===== config.mk =====
export PLATFORM = sky130hd
export DESIGN_NAME = scg_ctrl_regs
export DESIGN_NICKNAME = d
export VERILOG_FILES = /design/src/scg_pkg.sv /design/src/scg_crc8_step.sv /design/src/scg_ctrl_regs.sv
export SDC_FILE = /design/constraint.sdc
export NUM_CORES = 1
export LEC_CHECK = 0
export CORE_MARGIN = 1
export CORE_UTILIZATION = 59
export CTS_BUF_LIST = sky130_fd_sc_hd__clkbuf_8
export DETAILED_ROUTE_END_ITERATION = 8
export DONT_BUFFER_PORTS = 1
export PLACE_DENSITY = 0.78
export SLEW_MARGIN = 15
export SYNTH_ARGS = -nofsm -noshare
export SYNTH_HDL_FRONTEND = slang
export SYNTH_SLANG_ARGS = --single-unit

===== constraint.sdc =====
create_clock -name clk_i -period 3.1 [get_ports clk_i]
set_input_delay 0 -clock clk_i [delete_from_list [all_inputs] [get_ports clk_i]]
set_output_delay 0 -clock clk_i [all_outputs]
set_load 0.02 [all_outputs]

===== src/scg_pkg.sv =====
// constants of the serial-interface and general-pin control register bank
// assumes a byte-wide serial register port with 7-bit register addresses
package scg_pkg;
    localparam int          ADDR_W            = 7;
    localparam int          NUM_PINS          = 7;
    // ******************************************************
    // register offsets
    // ******************************************************
    localparam logic [6:0]  READOUT_START_ADDR = 7'h09;
    localparam logic [6:0]  READOUT_SIZE_ADDR  = 7'h0a;
    localparam logic [6:0]  PIN_DIR_ADDR       = 7'h0e;
    localparam logic [6:0]  READY_PIN_ADDR     = 7'h11;
    localparam logic [6:0]  CHECK_CTRL_ADDR    = 7'h13;
    localparam logic [6:0]  CHECK_VALUE_ADDR   = 7'h1d;
    localparam logic [6:0]  CONV_LOW_ADDR      = 7'h1b;
    // ******************************************************
    // field positions
    // ******************************************************
    localparam int          READY_ON_PIN6_BIT  = 7;
    localparam int          CRC_CLR_DIS_BIT    = 5;
    localparam int          GAIN_CAL_SEL_BIT   = 3;
    localparam int          CRC_ENABLE_BIT     = 4;
    localparam int          RELEASE_AFTER_BIT  = 2;
    localparam int          PIN6_IDX           = 6;
    // ******************************************************
    // reset values, write masks and check defaults
    // ******************************************************
    localparam logic [6:0]  READOUT_START_RST  = 7'h1a;
    localparam logic [2:0]  READOUT_COUNT_RST  = 3'h2;
    localparam logic [6:0]  PIN_DIR_RST        = 7'h00;
    localparam logic [7:0]  READY_PIN_RST      = 8'h03;
    localparam logic [7:0]  READY_PIN_MASK     = 8'hab;
    localparam logic [7:0]  CHECK_CTRL_RST     = 8'h00;
    localparam logic [7:0]  CHECK_CTRL_MASK    = 8'h1c;
    localparam logic [7:0]  CRC_POLY_DEF       = 8'h07;
    localparam logic [7:0]  CRC_SEED_DEF       = 8'h00;

    typedef enum logic [1:0] {PH_IDLE, PH_CMD, PH_DATA, PH_DONE} scg_phase_t;
endpackage : scg_pkg


===== src/scg_crc8_step.sv =====
// one-byte update of the 8-bit link check value, msb first
// assumes the caller registers the result
`timescale 1ns/1ns
module scg_crc8_step #(
    parameter logic [7:0] POLY = 8'h07
) (
    input  wire logic [7:0] crc_i,
    input  wire logic [7:0] data_i,
    output logic      [7:0] crc_o
);
    always_comb begin
        logic [7:0] c;
        c = crc_i ^ data_i;
        for (int i = 0; i < 8; i++) begin
            c = c[7] ? ({c[6:0], 1'b0} ^ POLY) : {c[6:0], 1'b0};
        end
        crc_o = c;
    end
endmodule : scg_crc8_step


===== src/scg_ctrl_regs.sv =====
// serial register port, ready signal, link check value and pin control
// assumes sclk/csb/sdi/pins asynchronous; sclk well below clk_i/4
`timescale 1ns/1ns
module scg_ctrl_regs
    import scg_pkg::*;
#(
    parameter logic [7:0] CRC_POLY = CRC_POLY_DEF,
    parameter logic [7:0] CRC_SEED = CRC_SEED_DEF
) (
    input  wire logic                clk_i,
    input  wire logic                sys_rst_i,
    input  wire logic                sclk_i,
    input  wire logic                csb_n_i,
    input  wire logic                sdi_i,
    output logic                     sdo_o,
    output logic                     sdo_oe_o,
    input  wire logic                data_only_i,
    input  wire logic                conv_done_i,
    output logic [ADDR_W-1:0]        ext_rd_addr_o,
    input  wire logic [7:0]          ext_rd_data_i,
    output logic                     ext_wr_o,
    output logic [ADDR_W-1:0]        ext_wr_addr_o,
    output logic [7:0]               ext_wr_data_o,
    input  wire logic [NUM_PINS-1:0] gpio_out_i,
    output logic [NUM_PINS-1:0]      gpio_in_o,
    input  wire logic [NUM_PINS-1:0] gpio_i,
    output logic [NUM_PINS-1:0]      gpio_o,
    output logic [NUM_PINS-1:0]      gpio_oe_o,
    output logic                     data_ready_n_o,
    output logic                     gain_cal_last_coef_o
);
    if (CRC_POLY[0] != 1'b1) begin : g_chk
        $error("check polynomial must have its low term set");
    end

    // ******************************************************
    // synchronisers
    // ******************************************************
    logic [2:0]          sclk_s;
    logic [2:0]          csb_s;
    logic [1:0]          sdi_s;
    logic [NUM_PINS-1:0] pin_s0;
    logic [NUM_PINS-1:0] pin_s1;

    always_ff @(posedge clk_i or posedge sys_rst_i) begin
        if (sys_rst_i) begin
            sclk_s <= 3'h0;
            csb_s  <= 3'h7;
            sdi_s  <= 2'h0;
            pin_s0 <= '0;
            pin_s1 <= '0;
        end else begin
            sclk_s <= {sclk_s[1:0], sclk_i};
            csb_s  <= {csb_s[1:0], csb_n_i};
            sdi_s  <= {sdi_s[0], sdi_i};
            pin_s0 <= gpio_i;
            pin_s1 <= pin_s0;
        end
    end

    logic sclk_rise;
    logic sclk_fall;
    logic frame_start;
    assign sclk_rise   = sclk_s[1] & ~sclk_s[2];
    assign sclk_fall   = ~sclk_s[1] & sclk_s[2];
    assign frame_start = csb_s[2] & ~csb_s[1];

    // ******************************************************
    // registers
    // ******************************************************
    logic [6:0]          start_q;
    logic [2:0]          count_q;
    logic [6:0]          dir_q;
    logic [7:0]          ready_ctl_q;
    logic [7:0]          check_ctl_q;
    logic [7:0]          crc_q;
    logic                drdy_q;
    scg_phase_t          phase_q;
    logic [2:0]          bit_cnt_q;
    logic [7:0]          rx_q;
    logic [7:0]          tx_q;
    logic [6:0]          addr_q;
    logic                rw_q;
    logic                only_q;
    logic [2:0]          left_q;
    logic                load_q;
    logic [7:0]          rd_data;
    logic [7:0]          rx_byte;
    logic [7:0]          crc_next;
    logic                byte_done;
    logic                wr_en;
    logic                rd_done;
    logic                release_ev;
    logic                crc_clr;

    logic ready_sel;
    logic crc_en;
    logic after_crc;
    assign ready_sel = ready_ctl_q[READY_ON_PIN6_BIT];
    assign crc_en    = check_ctl_q[CRC_ENABLE_BIT];
    assign after_crc = check_ctl_q[RELEASE_AFTER_BIT];

    assign rx_byte   = {rx_q[6:0], sdi_s[1]};
    assign byte_done = sclk_rise && (bit_cnt_q == 3'h7) && (phase_q inside {PH_CMD, PH_DATA});
    assign wr_en     = byte_done && (phase_q == PH_DATA) && !rw_q;
    assign rd_done   = byte_done && (phase_q == PH_DATA) && rw_q;

    always_ff @(posedge clk_i or posedge sys_rst_i) begin
        if (sys_rst_i) begin
            start_q     <= READOUT_START_RST;
            count_q     <= READOUT_COUNT_RST;
            dir_q       <= PIN_DIR_RST;
            ready_ctl_q <= READY_PIN_RST;
            check_ctl_q <= CHECK_CTRL_RST;
        end else if (wr_en) begin
            unique case (addr_q)
                READOUT_START_ADDR: start_q     <= rx_byte[6:0];
                READOUT_SIZE_ADDR:  count_q     <= rx_byte[2:0];
                PIN_DIR_ADDR:       dir_q       <= rx_byte[6:0];
                READY_PIN_ADDR:     ready_ctl_q <= rx_byte & READY_PIN_MASK;
                CHECK_CTRL_ADDR:    check_ctl_q <= rx_byte & CHECK_CTRL_MASK;
                default: ;
            endcase
        end
    end

    always_comb begin
        unique case (addr_q)
            READOUT_START_ADDR: rd_data = {1'b0, start_q};
            READOUT_SIZE_ADDR:  rd_data = {5'h00, count_q};
            PIN_DIR_ADDR:       rd_data = {1'b0, dir_q};
            READY_PIN_ADDR:     rd_data = ready_ctl_q;
            CHECK_CTRL_ADDR:    rd_data = check_ctl_q;
            CHECK_VALUE_ADDR:   rd_data = crc_q;
            default:            rd_data = ext_rd_data_i;
        endcase
    end

    assign ext_rd_addr_o = addr_q;
    assign ext_wr_o      = wr_en && !(addr_q inside {READOUT_START_ADDR, READOUT_SIZE_ADDR,
                           PIN_DIR_ADDR, READY_PIN_ADDR, CHECK_CTRL_ADDR, CHECK_VALUE_ADDR});
    assign ext_wr_addr_o = addr_q;
    assign ext_wr_data_o = rx_byte;
    assign gain_cal_last_coef_o = ready_ctl_q[GAIN_CAL_SEL_BIT];

    // ******************************************************
    // serial frame engine
    // ******************************************************
    always_ff @(posedge clk_i or posedge sys_rst_i) begin
        if (sys_rst_i) begin
            phase_q   <= PH_IDLE;
            bit_cnt_q <= 3'h0;
            rx_q      <= 8'h00;
            tx_q      <= 8'h00;
            addr_q    <= 7'h00;
            rw_q      <= 1'b0;
            only_q    <= 1'b0;
            left_q    <= 3'h0;
            load_q    <= 1'b0;
        end else if (csb_s[1]) begin
            phase_q   <= PH_IDLE;
            bit_cnt_q <= 3'h0;
            load_q    <= 1'b0;
            only_q    <= 1'b0;
        end else if (frame_start) begin
            bit_cnt_q <= 3'h0;
            if (data_only_i) begin
                phase_q <= PH_DATA;
                rw_q    <= 1'b1;
                only_q  <= 1'b1;
                addr_q  <= start_q;
                left_q  <= count_q;
                load_q  <= 1'b1;
            end else begin
                phase_q <= PH_CMD;
            end
        end else begin
            load_q <= 1'b0;
            if (load_q) begin
                tx_q <= rd_data;
            end else if (sclk_fall && bit_cnt_q != 3'h0 && phase_q == PH_DATA && rw_q) begin
                tx_q <= {tx_q[6:0], 1'b0};
            end
            if (sclk_rise) begin
                rx_q      <= rx_byte;
                bit_cnt_q <= bit_cnt_q + 3'h1;
            end
            if (byte_done && phase_q == PH_CMD) begin
                rw_q    <= rx_byte[7];
                addr_q  <= rx_byte[6:0];
                phase_q <= PH_DATA;
                load_q  <= rx_byte[7];
            end else if (byte_done) begin
                addr_q <= addr_q + 7'h01;
                if (rd_done && only_q && left_q == 3'h0) begin
                    phase_q <= PH_DONE;
                    tx_q    <= 8'h00;
                end else begin
                    left_q <= left_q - 3'h1;
                    load_q <= rw_q;
                end
            end
        end
    end

    assign sdo_o    = tx_q[7];
    assign sdo_oe_o = ~csb_s[1];

    // ******************************************************
    // data ready and link check value
    // ******************************************************
    assign release_ev = rd_done && (after_crc ? (addr_q == CHECK_VALUE_ADDR)
                                              : (addr_q == CONV_LOW_ADDR));
    assign crc_clr    = (wr_en && addr_q == CHECK_VALUE_ADDR)
                      || (release_ev && !drdy_q && !ready_ctl_q[CRC_CLR_DIS_BIT]);

    always_ff @(posedge clk_i or posedge sys_rst_i) begin
        if (sys_rst_i) begin
            drdy_q <= 1'b1;
        end else if (conv_done_i) begin
            drdy_q <= 1'b0;
        end else if (release_ev) begin
            drdy_q <= 1'b1;
        end
    end

    logic [7:0] tx_byte_sent;
    logic [7:0] sent_q;
    assign tx_byte_sent = sent_q;

    scg_crc8_step #(.POLY(CRC_POLY)) u_crc (
        .crc_i  (crc_q),
        .data_i (tx_byte_sent),
        .crc_o  (crc_next)
    );

    always_ff @(posedge clk_i or posedge sys_rst_i) begin
        if (sys_rst_i) begin
            sent_q <= 8'h00;
        end else if (load_q) begin
            sent_q <= rd_data;
        end
    end

    always_ff @(posedge clk_i or posedge sys_rst_i) begin
        if (sys_rst_i) begin
            crc_q <= CRC_SEED;
        end else if (crc_clr) begin
            crc_q <= CRC_SEED;
        end else if (rd_done && crc_en && addr_q != CHECK_VALUE_ADDR) begin
            crc_q <= crc_next;
        end
    end

    assign data_ready_n_o = drdy_q;

    // ******************************************************
    // general pins
    // ******************************************************
    always_ff @(posedge clk_i or posedge sys_rst_i) begin
        if (sys_rst_i) begin
            gpio_o    <= '0;
            gpio_oe_o <= '0;
            gpio_in_o <= '0;
        end else begin
            gpio_o    <= gpio_out_i;
            gpio_oe_o <= dir_q;
            gpio_in_o <= pin_s1;
            if (ready_sel) begin
                gpio_o[PIN6_IDX]    <= drdy_q;
                gpio_oe_o[PIN6_IDX] <= 1'b1;
                gpio_in_o[PIN6_IDX] <= 1'b0;
            end
        end
    end
endmodule : scg_ctrl_regs


Word-level counts from Yosys, hierarchy flattened
Index checks and enable logic that the tools add are counted.

Bits of input ports: 29. Register bits: 118. Output and inout port bits: 48.

Reduce and logical (&&, ||, !) cells: 49. Bitwise operators: 16. Equal/unequal tests: 15. $add $sub $neg: 3. Multiplexer cells: 50.

Operators by type and width (number): 2-to-1 mux 8 bit (7); 2-to-1 mux 3 bit (16); one-hot mux 8 bit (6 select lines) (1); equality test 7 x 5 -> 1 bit (second input constant) (4); 2-to-1 mux 7 bit (4); NOT 3 bit (8); equality test 7 x 4 -> 1 bit (second input constant) (3); logical AND 1 bit (18); 2-to-1 mux 1 bit (16); AND reduction 2 bit (8); nonzero test 2 bit (7); 2-to-1 mux 2 bit (6); AND reduction 3 bit (3); nonzero test 3 bit (3); nonzero test 4 bit (2); bitwise XOR 8 bit (1); adder 7 x 1 -> 7 bit (second input constant) (1); inequality test 7 x 5 -> 1 bit (second input constant) (1); inequality test 2 bit (second input constant) (3); nonzero test 6 bit (1); AND reduction 5 bit (1); logical NOT 1 bit (4); NOT 1 bit (4); adder 3 x 1 -> 3 bit (second input constant) (1); other kinds (8) (10).

Depth between registers and ports, before layout
Gate-level depths: netlist (run 1).

Word-level depth: 19. Mapped depth: 8. Depth with buffers taken out: 7.

By module
A second synthesis (run 1) with hierarchy kept.

Cell total of the unflattened synthesis: 443. Area total of the unflattened synthesis: 5266.3 um^2.

Modules (own cells, without submodules): scg_ctrl_regs (instances 1, area each 5059.9 um^2, cells an instance 422, seq. area each 2965.3 um^2); scg_crc8_step (instances 1, area each 206.4 um^2, cells an instance 21, seq. area each 0.0 um^2).

Worst setup path before layout (run 1)
Ideal clock, no wire load.

Kind: reg-to-reg. From: register addr_q[1], in the netlist ext_rd_addr_o[1]. To: register sent_q[5]. Setup slack: 0.838 ns. Data required time: 2.975 ns. Period minus slack after synthesis: 2.262 ns. Cell stages (with the launch flop): 8. Arrival time: 2.137 ns. Cell sequence: dfrtp_1 -> inv_1 -> ha_1 -> nand3b_4 -> nor2_2 -> or4_4 -> mux2_4 -> mux2_4.

Word-level cells in the longest chain between the ends: 2. Elaborated cells on any way between the ends: 7.

Ends and longest elaborated chain: start: declaration (RTL line scg_ctrl_regs.sv:82) `logic [6:0] addr_q;`; start signal: assignment (RTL line scg_ctrl_regs.sv:171) `addr_q <= start_q;`; start signal: assignment (RTL line scg_ctrl_regs.sv:190) `addr_q <= rx_byte[6:0];`; start signal: assignment (RTL line scg_ctrl_regs.sv:194) `addr_q <= addr_q + 7'h01;`; equality test 7 x 5 -> 1 bit or equality test 7 x 4 -> 1 bit (tied branches) (RTL line scg_ctrl_regs.sv:128) `unique case (addr_q)`; one-hot mux 8 bit (6 select lines) (*) (RTL line scg_ctrl_regs.sv:128); end signal: assignment (RTL line scg_ctrl_regs.sv:241) `sent_q <= rd_data;`; end: declaration (RTL line scg_ctrl_regs.sv:228) `logic [7:0] sent_q;`.

Every way passes the cells marked *; elsewhere a longest branch is shown, timed or not. A chain may end at the register's enable or synchronous reset.

Worst setup path in the final report (run 1)
From: register addr_q[0], in the netlist ext_rd_addr_o[0]. To: output port ext_wr_o.

Word-level cells in the longest chain between the ends: 4. Elaborated cells on any way between the ends: 9.

Ends and longest elaborated chain: equality test 7 x 4 -> 1 bit or equality test 7 x 5 -> 1 bit (tied branches) (RTL line scg_ctrl_regs.sv:140) `assign ext_wr_o = wr_en && !(addr_q inside {READOUT_START_ADDR, READOUT_SIZE_ADDR,`; nonzero test 6 bit (*) (RTL line scg_ctrl_regs.sv:140); logical NOT 1 bit (*) (RTL line scg_ctrl_regs.sv:140); logical AND 1 bit (*) (RTL line scg_ctrl_regs.sv:140); end: declaration (RTL line scg_ctrl_regs.sv:21) `output logic ext_wr_o,`.

Marks and branches as above.

==> results.md, run 1 <==
- Outcome: finished clean
- Largest net degree at the start of global routing: 119
- Via density per instance: 6.19
- Mapped Nets: 505
- IO Pins: 77
- Initial antenna violation count: 0
- Die width: 98.9 um
- Final worst path period share: 87.4%
- Routability cong.: 0.872
- EDFF count, synth: 0
- Worst Path Required: 3.10 ns
- Final Non-Filler Cells: 615
- Ys async rst share: 100%
- Core area: 0.00889 sq mm
- Initial Util: 62.3%
- Clock tree buffer depth: 2
- Worst Hold Slack: 0.0391 ns
- Detailed Route Iter0 Violations: 162
- HPWL reported at the end of detailed placement: 8540 um
- Pre-antenna DRT Iters: 5
- Total track usage: 28.0%
- Top-area cell type share of the netlist area: 48.8%
- Slowest CP cell: dfrtp_1
- DRC: 0
- Post-Place Cells: 555
- Critical Path AT: 2.71 ns
- Critical path endpoint category: output port
- WL/cell: 19.8 um
- Final Hold Fails: 0
- Post-CTS setup buffer count: 0
- Worst-Margin Slew: 0.743 ns
- Routed Antenna Nets: 0
- Largest cells by area after synthesis: dfrtp_1, mux2_2, dfstp_2
- Lkg Pwr: 2.82 nW
- Syn_area_per_cell: 11.9 sq um
- # setup viols final: 0
- Root Buffer: clkbuf_8
- CTS tree: built
- Vert. Die Dim: 98.9 um
- Utilization after layout: 70.6%
- H-tree depth: 4
- Part of the Yosys area used for sequential elements: 53.5%
- Synth Flop Type: dfrtp_1
- Total gr overflow: 0
- Max VDD drop: 0.000369 V
- RSZ-0062 raised after global routing: no
- Fmax: 369 MHz
- Netlist cell types: 73
- Std cell rows: 34
- Power Dens Cells: 648 mW/mm^2
- Proportion of layout cells with a drive suffix above 1: 20.1%
- Drt total wl: 12200 um
- Gate Count Post-Synth: 466
- Max FO, Critical Path: 12
- Synth area leader: dfrtp_1
- Placed inst area: 0.00560 sq mm
- Hold Crit Depth: 4
- Number of antenna diodes: 0
- # port buffers: 0
- First-pass GRT wire length: 20200 um
- Final Max Tran Viols: 0
- Final clock skew: 0.0136 ns
- Area Overhead vs Synth: 13.2%
- Post-cts hold buffer count: 28
- Top-count cell post-synth: dfrtp_1
- Crit path kind: reg -> out
- CTS clk-pin slew, worst paths: 0.07 ns
- Tmin final: 2.71 ns
- Nets@finish: 533
- Via count: 3806
- Top cells by count, synth: dfrtp_1, nor2_1, mux2_2
- Setup TNS: 0 ns
- CP Cell Sequence: inv_1 > ha_1 > and3b_1 > or4_4 > nor2_1
- Syn Std Cell Area: 0.00554 sq mm
- Design area: 0.00627 sq mm
- Vias in the first global route: 3786
- Clock Latency Late Sink: 0.44 ns
- Flops & latches, synth: 118
- Num Clock Sinks: 118
- Resize count post-CTS: 0
- Slowest cell delay on critical path: 0.66 ns
- Total die area: 0.00978 sq mm
- Syn. warnings: 0
- R2R depth: 6
- Slew HR: 50.4%
- Hold Crit Class: in -> reg
- Max_cap viols: 0
- Num CTS Buffers: 17
- Startpoint Class: flip-flop
per-stage QoR:
step	setup slack [ns]	total power, mW
2_1_floorplan	0.838	2.57
3_3_place_gp	0.598	2.67
3_5_place_dp	0.502	2.70
4_1_cts	0.365	4.10
5_1_grt	0.242	4.27
6_report	0.391	4.07
logic make-up (layout without fill, tap and decap cells):
kind of cell             count (synthesis)  count (layout)  synth area share (%)
AND/OR/NAND/NOR                        129             129                  13.8
flip-flops                             118             118                  53.5
AO/OA/AOI/OAI                           89              89                  11.4
multiplexers                            51              51                  10.1
buffers and inverters                   45              86                  4.09
XOR/XNOR                                24              24                  4.81
adder cells (fa/ha/maj)                 10              10                  2.26
path summary, 6_finish.rpt:
check,startpoint,slack [ns],endpoint
setup reg to reg,ext_rd_addr_o[0]$_DFFE_PP0P_,0.48,sent_q[5]$_DFFE_PP0P_
hold reg to reg,pin_s1[0]$_DFF_PP0_,0.35,gpio_in_o[0]$_DFF_PP0_
max in group asynchronous,sys_rst_i,2.43,check_ctl_q[2]$_DFFE_PP0P_
setup / recovery,ext_rd_addr_o[0]$_DFFE_PP0P_,0.39,ext_wr_o
hold / removal,data_only_i,0.04,ext_rd_addr_o[1]$_DFFE_PP0P_
min in group asynchronous,sys_rst_i,0.23,pin_s0[4]$_DFF_PP0_
registers in the layout (all words and copies together) (netlist names), 3 cells and up:
register,flops
dir_q,7
ready_ctl_q,5
sclk_s,3
gpio_o,7
pin_s0,7
rx_q,7
csb_s,3
ext_rd_addr_o,7
bit_cnt_q,3
gpio_oe_o,7
sent_q,8
gpio_in_o,7
left_q,3
crc_q,8
count_q,3
pin_s1,7
start_q,7
check_ctl_q,3
tx_q,8
critical path: cells and delay by family (launching register included):
kind	cells	cell delay [ns]
adder cells (fa/ha/maj)	1	0.26
buffers and inverters	1	0.15
flip-flops	1	0.66
AND/OR/NAND/NOR	3	1.19
report_power, final:
group	switching [mW]	internal, mW	total, mW
registers	0.265	1.68	1.95
logic	0.386	0.368	0.754
clock network	0.650	0.716	1.37
total	1.30	2.77	4.07
layer usage:
layer  part of all wire [%]  routed length [um]  vias up  track usage [%]
li1                       -                   -     1722                -
met1                     44                5320     1964             36.8
met2                     50                6080      104             44.0
met3                    5.2                 637       16             8.94
met4                    1.3                 161        0             9.99
met5                      0                   0        -                0
placed cells by master (no fill, tap or decap), types with 4 or more instances in the layout:
master	instances
a211oi_1	4
a21oi_1	13
a22o_1	5
a22oi_1	7
a31oi_1	6
and2_1	7
buf_4	8
clkbuf_8	17
clkinv_4	4
dfrtp_1	108
dfstp_2	10
dlygate4sd3_1	28
ha_1	10
inv_1	17
mux2_1	5
mux2_2	28
mux2i_1	16
nand2_1	22
nand3_1	11
nand3b_1	7
nor2_1	39
nor2b_1	6
o21ai_0	14
o22ai_1	8
o31ai_1	5
xnor2_1	17
area by class of cell:
| cell class | count | area (sq um) |
|---|---|---|
| Clock inverter | 15 | 155 |
| Multi-Input combinational cell | 303 | 2360 |
| Sequential cell | 118 | 2970 |
| Clock buffer | 17 | 234 |
| Fill cell | 623 | 2620 |
| Timing Repair Buffer | 37 | 360 |
| Inverter | 17 | 67.6 |
| Tap cell | 108 | 135 |
Power figures use the tool's default switching activity.
==> run 2: changes to the inputs <==
--- a/config.mk
+++ b/config.mk
@@ -6,11 +6,11 @@
 export NUM_CORES = 1
 export LEC_CHECK = 0
 export CORE_MARGIN = 1
-export CORE_UTILIZATION = 59
+export CORE_UTILIZATION = 30
 export CTS_BUF_LIST = sky130_fd_sc_hd__clkbuf_8
 export DETAILED_ROUTE_END_ITERATION = 8
 export DONT_BUFFER_PORTS = 1
-export PLACE_DENSITY = 0.78
+export REMOVE_ABC_BUFFERS = 1
 export SLEW_MARGIN = 15
 export SYNTH_ARGS = -nofsm -noshare
 export SYNTH_HDL_FRONTEND = slang
==> run 2 against run 1 <==
  * Combinational power down 1%
  * Die area increased by 94%
  * Total power is 4.8% higher
  * Final cell count grew 20%
  * Highest routed layer unchanged
  * Sequential share of layout area fell by 1.3 points
==> results.md, run 2 (synthesized netlist as in run 1, its figures left out) <==
- Outcome: finished clean (unchanged)
- Detailed Route Iter0 Violations: 210 (was 162)
- Switch share: 31.0% (was 32.0%)
- Fill cells: 1808 (was 623)
- Pre-antenna DRT Iters: 4 (was 5)
- HPWL reported at the end of detailed placement: 10300 um (was 8540 um)
- Nets@finish: 533 (unchanged)
- Via count: 3773 (was 3806)
- Clock tree buffer depth: 2 (unchanged)
- Sequential fraction of design power: 46.2% (was 47.9%)
- Initial Util: 30.7% (was 62.3%)
- CTS tree: built (unchanged)
- Clock power share: 36.3% (was 33.6%)
- Lkg Pwr: 2.84 nW (was 2.82 nW)
- CP Cell Sequence: inv_1 > ha_1 > and3b_1 > or4_4 > nor2_1 (unchanged)
- Most frequent cells in the layout: dfrtp_1, nor2_1, mux2_2, dlygate4sd3_1, nand2_1 (unchanged)
- IO Pins: 77 (unchanged)
- Routed Antenna Nets: 0 (unchanged)
- Worst-Margin Slew: 0.850 ns (was 0.743 ns)
- RSZ-0062 raised after global routing: no (unchanged)
- Int Power: 2.94 mW (was 2.77 mW)
- Slew HR: 43.2% (was 50.4%)
- Root Buffer: clkbuf_8 (unchanged)
- Most common cell after layout, fill and taps aside: dfrtp_1 (unchanged)
- Resize count post-CTS: 0 (unchanged)
- Hold Crit Class: in -> reg (unchanged)
- Placed inst area: 0.00574 sq mm (was 0.00560 sq mm)
- Final worst path period share: 89.6% (was 87.4%)
- Final Hold Fails: 0 (unchanged)
- Total die area: 0.0190 sq mm (was 0.00978 sq mm)
- DRC: 0 (unchanged)
- Combinational Power Share: 17.5% (was 18.5%)
- Initial antenna violation count: 0 (unchanged)
- Crit path kind: reg -> out (unchanged)
- Via density per instance: 5.13 (was 6.19)
- Slowest CP cell: dfrtp_1 (unchanged)
- Die width: 138 um (was 98.9 um)
- Critical Path AT: 2.78 ns (was 2.71 ns)
- Drt total wl: 13900 um (was 12200 um)
- Net Sw Power: 1.32 mW (was 1.30 mW)
- Slowest cell delay on critical path: 0.68 ns (was 0.66 ns)
- Total track usage: 16.0% (was 28.0%)
- Final Max Tran Viols: 0 (unchanged)
- Top Registers: crc_q: 8 flops, sent_q: 8 flops, tx_q: 8 flops (unchanged)
- Power Dens Cells: 661 mW/mm^2 (was 648 mW/mm^2)
- CTS clk-pin slew, worst paths: 0.07 ns (about the same)
- Largest net degree at the start of global routing: 52 (was 119)
- Tmin final: 2.78 ns (was 2.71 ns)
- Clock Latency Late Sink: 0.45 ns (was 0.44 ns)
- Number of antenna diodes: 0 (unchanged)
- Total gr overflow: 0 (unchanged)
- Final clock skew: 0.0127 ns (was 0.0136 ns)
- Vias in the first global route: 3863 (was 3786)
- Max VDD drop: 0.000271 V (was 0.000369 V)
- Vert. Die Dim: 138 um (was 98.9 um)
- Num CTS Buffers: 17 (unchanged)
- WL/cell: 18.9 um (was 19.8 um)
- Max_cap viols: 0 (unchanged)
- Routability cong.: 0.842 (was 0.872)
- Area Overhead vs Synth: 16.5% (was 13.2%)
- Std cell rows: 49 (was 34)
- Worst Path Required: 3.10 ns (about the same)
- # port buffers: 0 (unchanged)
- Critical path endpoint category: output port (unchanged)
- First-pass GRT wire length: 21900 um (was 20200 um)
- Core area: 0.0180 sq mm (was 0.00889 sq mm)
- Startpoint Class: flip-flop (unchanged)
- Num Clock Sinks: 118 (unchanged)
- Max FO, Critical Path: 12 (unchanged)
- Utilization after layout: 35.8% (was 70.6%)
- Fmax: 360 MHz (was 369 MHz)
- Design area: 0.00645 sq mm (was 0.00627 sq mm)
- Proportion of layout cells with a drive suffix above 1: 19.9% (was 20.1%)
- H-tree depth: 4 (unchanged)
- # setup viols final: 0 (unchanged)
-- run 2: changes by cell type in the layout (fill, tap and decap cells not counted) --
cell / previous run / this run
bufinv_16: 2 / 4
clkinv_4: 4 / 2
inv_6: 3 / 1
buf_12: 1 / 0
buf_4: 8 / 9
clkbuf_8: 17 / 18
clkinvlp_4: 3 / 2
inv_1: 17 / 18
inv_4: 0 / 1
-- run 2: cell type report --
type | count | area (sq um) | share of cell area (%)
clock inverter | 14 | 184 | 2.85
timing repair buffer | 37 | 348 | 5.39
inverter | 17 | 66.3 | 1.03
tap | 229 | 287 | 4.44
clock buffer | 18 | 248 | 3.84
multi-input combinational | 303 | 2360 | 36.5
sequential | 118 | 2970 | 45.9
-- run 2: final timing paths --
path                                              start                      to  slack [ns]  depth (start not counted)
max in group asynchronous                     sys_rst_i  start_q[3]$_DFFE_PP1P_        2.01                          3
hold reg to reg                     pin_s0[2]$_DFF_PP0_     pin_s1[2]$_DFF_PP0_        0.35                          0
setup reg to reg           ext_rd_addr_o[0]$_DFFE_PP0P_   sent_q[5]$_DFFE_PP0P_        0.49                          6
setup / recovery           ext_rd_addr_o[0]$_DFFE_PP0P_                ext_wr_o        0.32                          5
min in group asynchronous                     sys_rst_i     tx_q[4]$_DFFE_PP0P_        0.12                          2
hold / removal                                  csb_n_i      csb_s[0]$_DFF_PP1_        0.09                          1
-- run 2: timing repair --
item	4_1_cts	5_1_grt
setup buffers	0	0
endpoints found under the hold margin	88	0
hold buffers	28	0
-- run 2: layer usage --
metal  share of wire [%]  GRT usage, %  vias up  wire, um
li1                    -             -     1725         -
met4                 1.8          6.40        0       250
met1                  45          20.8     1912      6260
met2                  48          24.9      111      6630
met5                   0             0        -         0
met3                 5.4          4.46       25       755
-- run 2: power by group through the flow --
| stage | clock, mW | combinational, mW | sequential, mW |
|---|---|---|---|
| 6_report | 1.55 | 0.746 | 1.97 |
| 5_1_grt | 1.65 | 0.826 | 2.00 |
| 4_1_cts | 1.57 | 0.752 | 1.97 |
| 3_5_place_dp | 0 | 0.718 | 2.00 |
| 3_3_place_gp | 0 | 0.702 | 2.00 |
| 2_1_floorplan | 0 | 0.514 | 1.98 |
-- run 2: critical path, delay by kind of cell, from the launching register on --
kind	cells	cell delay (ns)
fa+ha+maj	1	0.27
buf+inv	1	0.17
flops	1	0.68
simple gates	3	1.22
-- run 2: through the flow --
stage	std cells	setup WS, ns	power (mW)	hold WS (ns)	TNS (ns)
after global routing	736	0.208	4.47	0.0715	0
after CTS	736	0.264	4.30	0.0639	0
after global placement	676	0.530	2.70	0.00456	0
after detailed placement	676	0.490	2.72	0.00455	0
final	736	0.324	4.26	0.0899	0
after floorplan	438	-0.0126	2.49	0.00448	-1.36
==> run 3: changes to the inputs <==
==> constraint.sdc (replaced) <==
create_clock -name clk_i -period 3.15 [get_ports clk_i]
set_input_delay 0 -clock clk_i [delete_from_list [all_inputs] [get_ports clk_i]]
set_output_delay 0 -clock clk_i [all_outputs]
set_load 0.02 [all_outputs]
==> run 3 against run 2 <==
  * Clock power down 18%
  * Design area down 0.83%
  * First-iteration DRC count up 30%
  * Critical endpoint unchanged
  * Clock skew down 0.0024 ns
  * Flip-flop and latch count unchanged
  * Clock-buffer cell count up 2
  * Critical path depth unchanged
  * Sequential share of layout area up 0.39 points
  * Non-clock buffer count up 2
  * Combinational power up 3.5%
==> results.md, run 3 (synthesized netlist as in run 1, its figures left out) <==
- Std cell rows: 49 (unchanged)
- Clock tree buffer depth: 2 (unchanged)
- Num Clock Sinks: 118 (unchanged)
- Pre-antenna DRT Iters: 5 (was 4)
- Startpoint Class: flip-flop (unchanged)
- Final clock skew: 0.0103 ns (was 0.0127 ns)
- Post-CTS setup buffer count: 0 (unchanged)
- Vias in the first global route: 3793 (was 3863)
- Worst-Margin Slew: 0.832 ns (was 0.850 ns)
- Max_cap viols: 0 (unchanged)
- H-tree depth: 4 (unchanged)
- Initial antenna violation count: 0 (unchanged)
- Met3 WL: 765 um (was 755 um)
- Fmax: 366 MHz
- Most common cell after layout, fill and taps aside: dfrtp_1 (unchanged)
- Fill cells: 1786 (was 1808)
- HPWL reported at the end of detailed placement: 10000 um (was 10300 um)
- Power Dens Cells: 616 mW/mm^2 (was 661 mW/mm^2)
- Crit path kind: reg -> out (unchanged)
- Root Buffer: clkbuf_8 (unchanged)
- Max VDD drop: 0.000244 V (was 0.000271 V)
- Num CTS Buffers: 17 (unchanged)
- Tmin final: 2.73 ns
- Die width: 138 um (unchanged)
- RSZ-0062 raised after global routing: no (unchanged)
- Via count: 3759 (was 3773)
- Clock Latency Late Sink: 0.44 ns (was 0.45 ns)
- Worst Hold Slack: 0.0588 ns (was 0.0899 ns)
- Max layer used: met4 (unchanged)
- Total track usage: 15.6% (was 16.0%)
- Area Overhead vs Synth: 15.5% (was 16.5%)
- Total gr overflow: 0 (unchanged)
- Critical Path AT: 2.73 ns (was 2.78 ns)
- Final Hold Fails: 0 (unchanged)
- Nets@finish: 535 (was 533)
- Max FO, Critical Path: 12 (unchanged)
- Met2 wire length: 6540 um (was 6630 um)
- WL/cell: 18.7 um (was 18.9 um)
- Via density per instance: 5.10 (was 5.13)
- Top Registers: crc_q: 8 flops, sent_q: 8 flops, tx_q: 8 flops (unchanged)
- # setup viols final: 0 (unchanged)
- Largest net degree at the start of global routing: 66 (was 52)
- Outcome: finished clean (unchanged)
- Vert. Die Dim: 138 um (unchanged)
- Resize count post-CTS: 0 (unchanged)
- Critical path endpoint category: output port (unchanged)
- # port buffers: 0 (unchanged)
- First-pass GRT wire length: 21700 um (was 21900 um)
- Total die area: 0.0190 sq mm (unchanged)
- Met1 wire length: 6210 um (was 6260 um)
- Utilization after layout: 35.5% (was 35.8%)
- Hold Crit Depth: 4 (was 1)
- Register area: 0.00297 sq mm (unchanged)
- Worst Path Required: 3.15 ns (was 3.10 ns)
- Multi-input logic area: 0.00236 sq mm (unchanged)
- Slew HR: 44.5% (was 43.2%)
- Hold Crit Class: in -> reg (unchanged)
- Core area: 0.0180 sq mm (unchanged)
- Setup TNS: 0 ns (unchanged)
- Final worst path period share: 86.7%
- Number of antenna diodes: 0 (unchanged)
- Post-cts hold buffer count: 28 (unchanged)
- Routability cong.: 0.861 (was 0.842)
- DRC: 0 (unchanged)
- CTS tree: built (unchanged)
- Proportion of layout cells with a drive suffix above 1: 19.9% (about the same)
- Detailed Route Iter0 Violations: 272 (was 210)
- CTS clk-pin slew, worst paths: 0.06 ns (was 0.07 ns)
- Final Max Tran Viols: 0 (unchanged)
- Routed Antenna Nets: 0 (unchanged)
- IO Pins: 77 (unchanged)
- Initial Util: 30.7% (unchanged)
- Drt total wl: 13800 um (was 13900 um)
- Lkg Pwr: 2.82 nW (was 2.84 nW)
- R2R depth: 6 (unchanged)
- Most frequent cells in the layout: dfrtp_1, nor2_1, mux2_2, dlygate4sd3_1, nand2_1 (unchanged)
[run 3: cell count changes in the layout (fill, tap and decap cells not counted), sizes merged]
cell	before	now
clkbuf	18	20
clkinvlp	2	3
clkinv	5	4
bufinv	4	1
buf	9	11
[run 3: final timing paths]
kind | start | end | slack, ns
max | ext_rd_addr_o[0]$_DFFE_PP0P_ | ext_wr_o | 0.42
min in group asynchronous | sys_rst_i | tx_q[6]$_DFFE_PP0P_ | 0.22
min reg2reg | sclk_s[0]$_DFF_PP0_ | sclk_s[1]$_DFF_PP0_ | 0.35
max in group asynchronous | sys_rst_i | csb_s[0]$_DFF_PP1_ | 1.99
min | data_only_i | ext_rd_addr_o[1]$_DFFE_PP0P_ | 0.06
max reg2reg | ext_rd_addr_o[0]$_DFFE_PP0P_ | sent_q[5]$_DFFE_PP0P_ | 0.54
[run 3: per-stage QoR]
step / cells / power (mW) / worst slack, ns / cell area, sq um
CTS: 737 / 3.99 / 0.341 / 6400
global route: 737 / 4.17 / 0.254 / 6400
detailed placement: 678 / 2.68 / 0.540 / 5760
finish: 737 / 3.94 / 0.419 / 6400
floorplan: 438 / 2.46 / 0.0374 / 5380
global placement: 678 / 2.65 / 0.606 / 5760
[run 3: layout make-up]
| class | count | share of cell area [%] |
|---|---|---|
| flip-flops and latches | 118 | 46.3 |
| well taps | 229 | 4.48 |
| clock buffers | 20 | 4.30 |
| repair buffers | 39 | 5.67 |
| multi-input cells | 303 | 36.8 |
| inverters | 17 | 1.04 |
| clock inverters | 11 | 1.37 |
[run 3: critical path, stage by stage (launching register included)]
cell     delay [ns]
dfrtp_1        0.67
inv_1          0.15
ha_1           0.26
and3b_1        0.19
or4_4          0.58
nor2_1         0.43
[run 3: per-layer routing]
layer / track usage (%) / up-vias
li1: - / 1729
met4: 5.43 / 0
met1: 20.1 / 1888
met5: 0 / -
met3: 4.68 / 22
met2: 24.8 / 120
[run 3: power breakdown]
part | switching (mW) | internal [mW]
Sequential | 0.245 | 1.66
Clock | 0.602 | 0.668
Combinational | 0.407 | 0.365
Total | 1.25 | 2.69
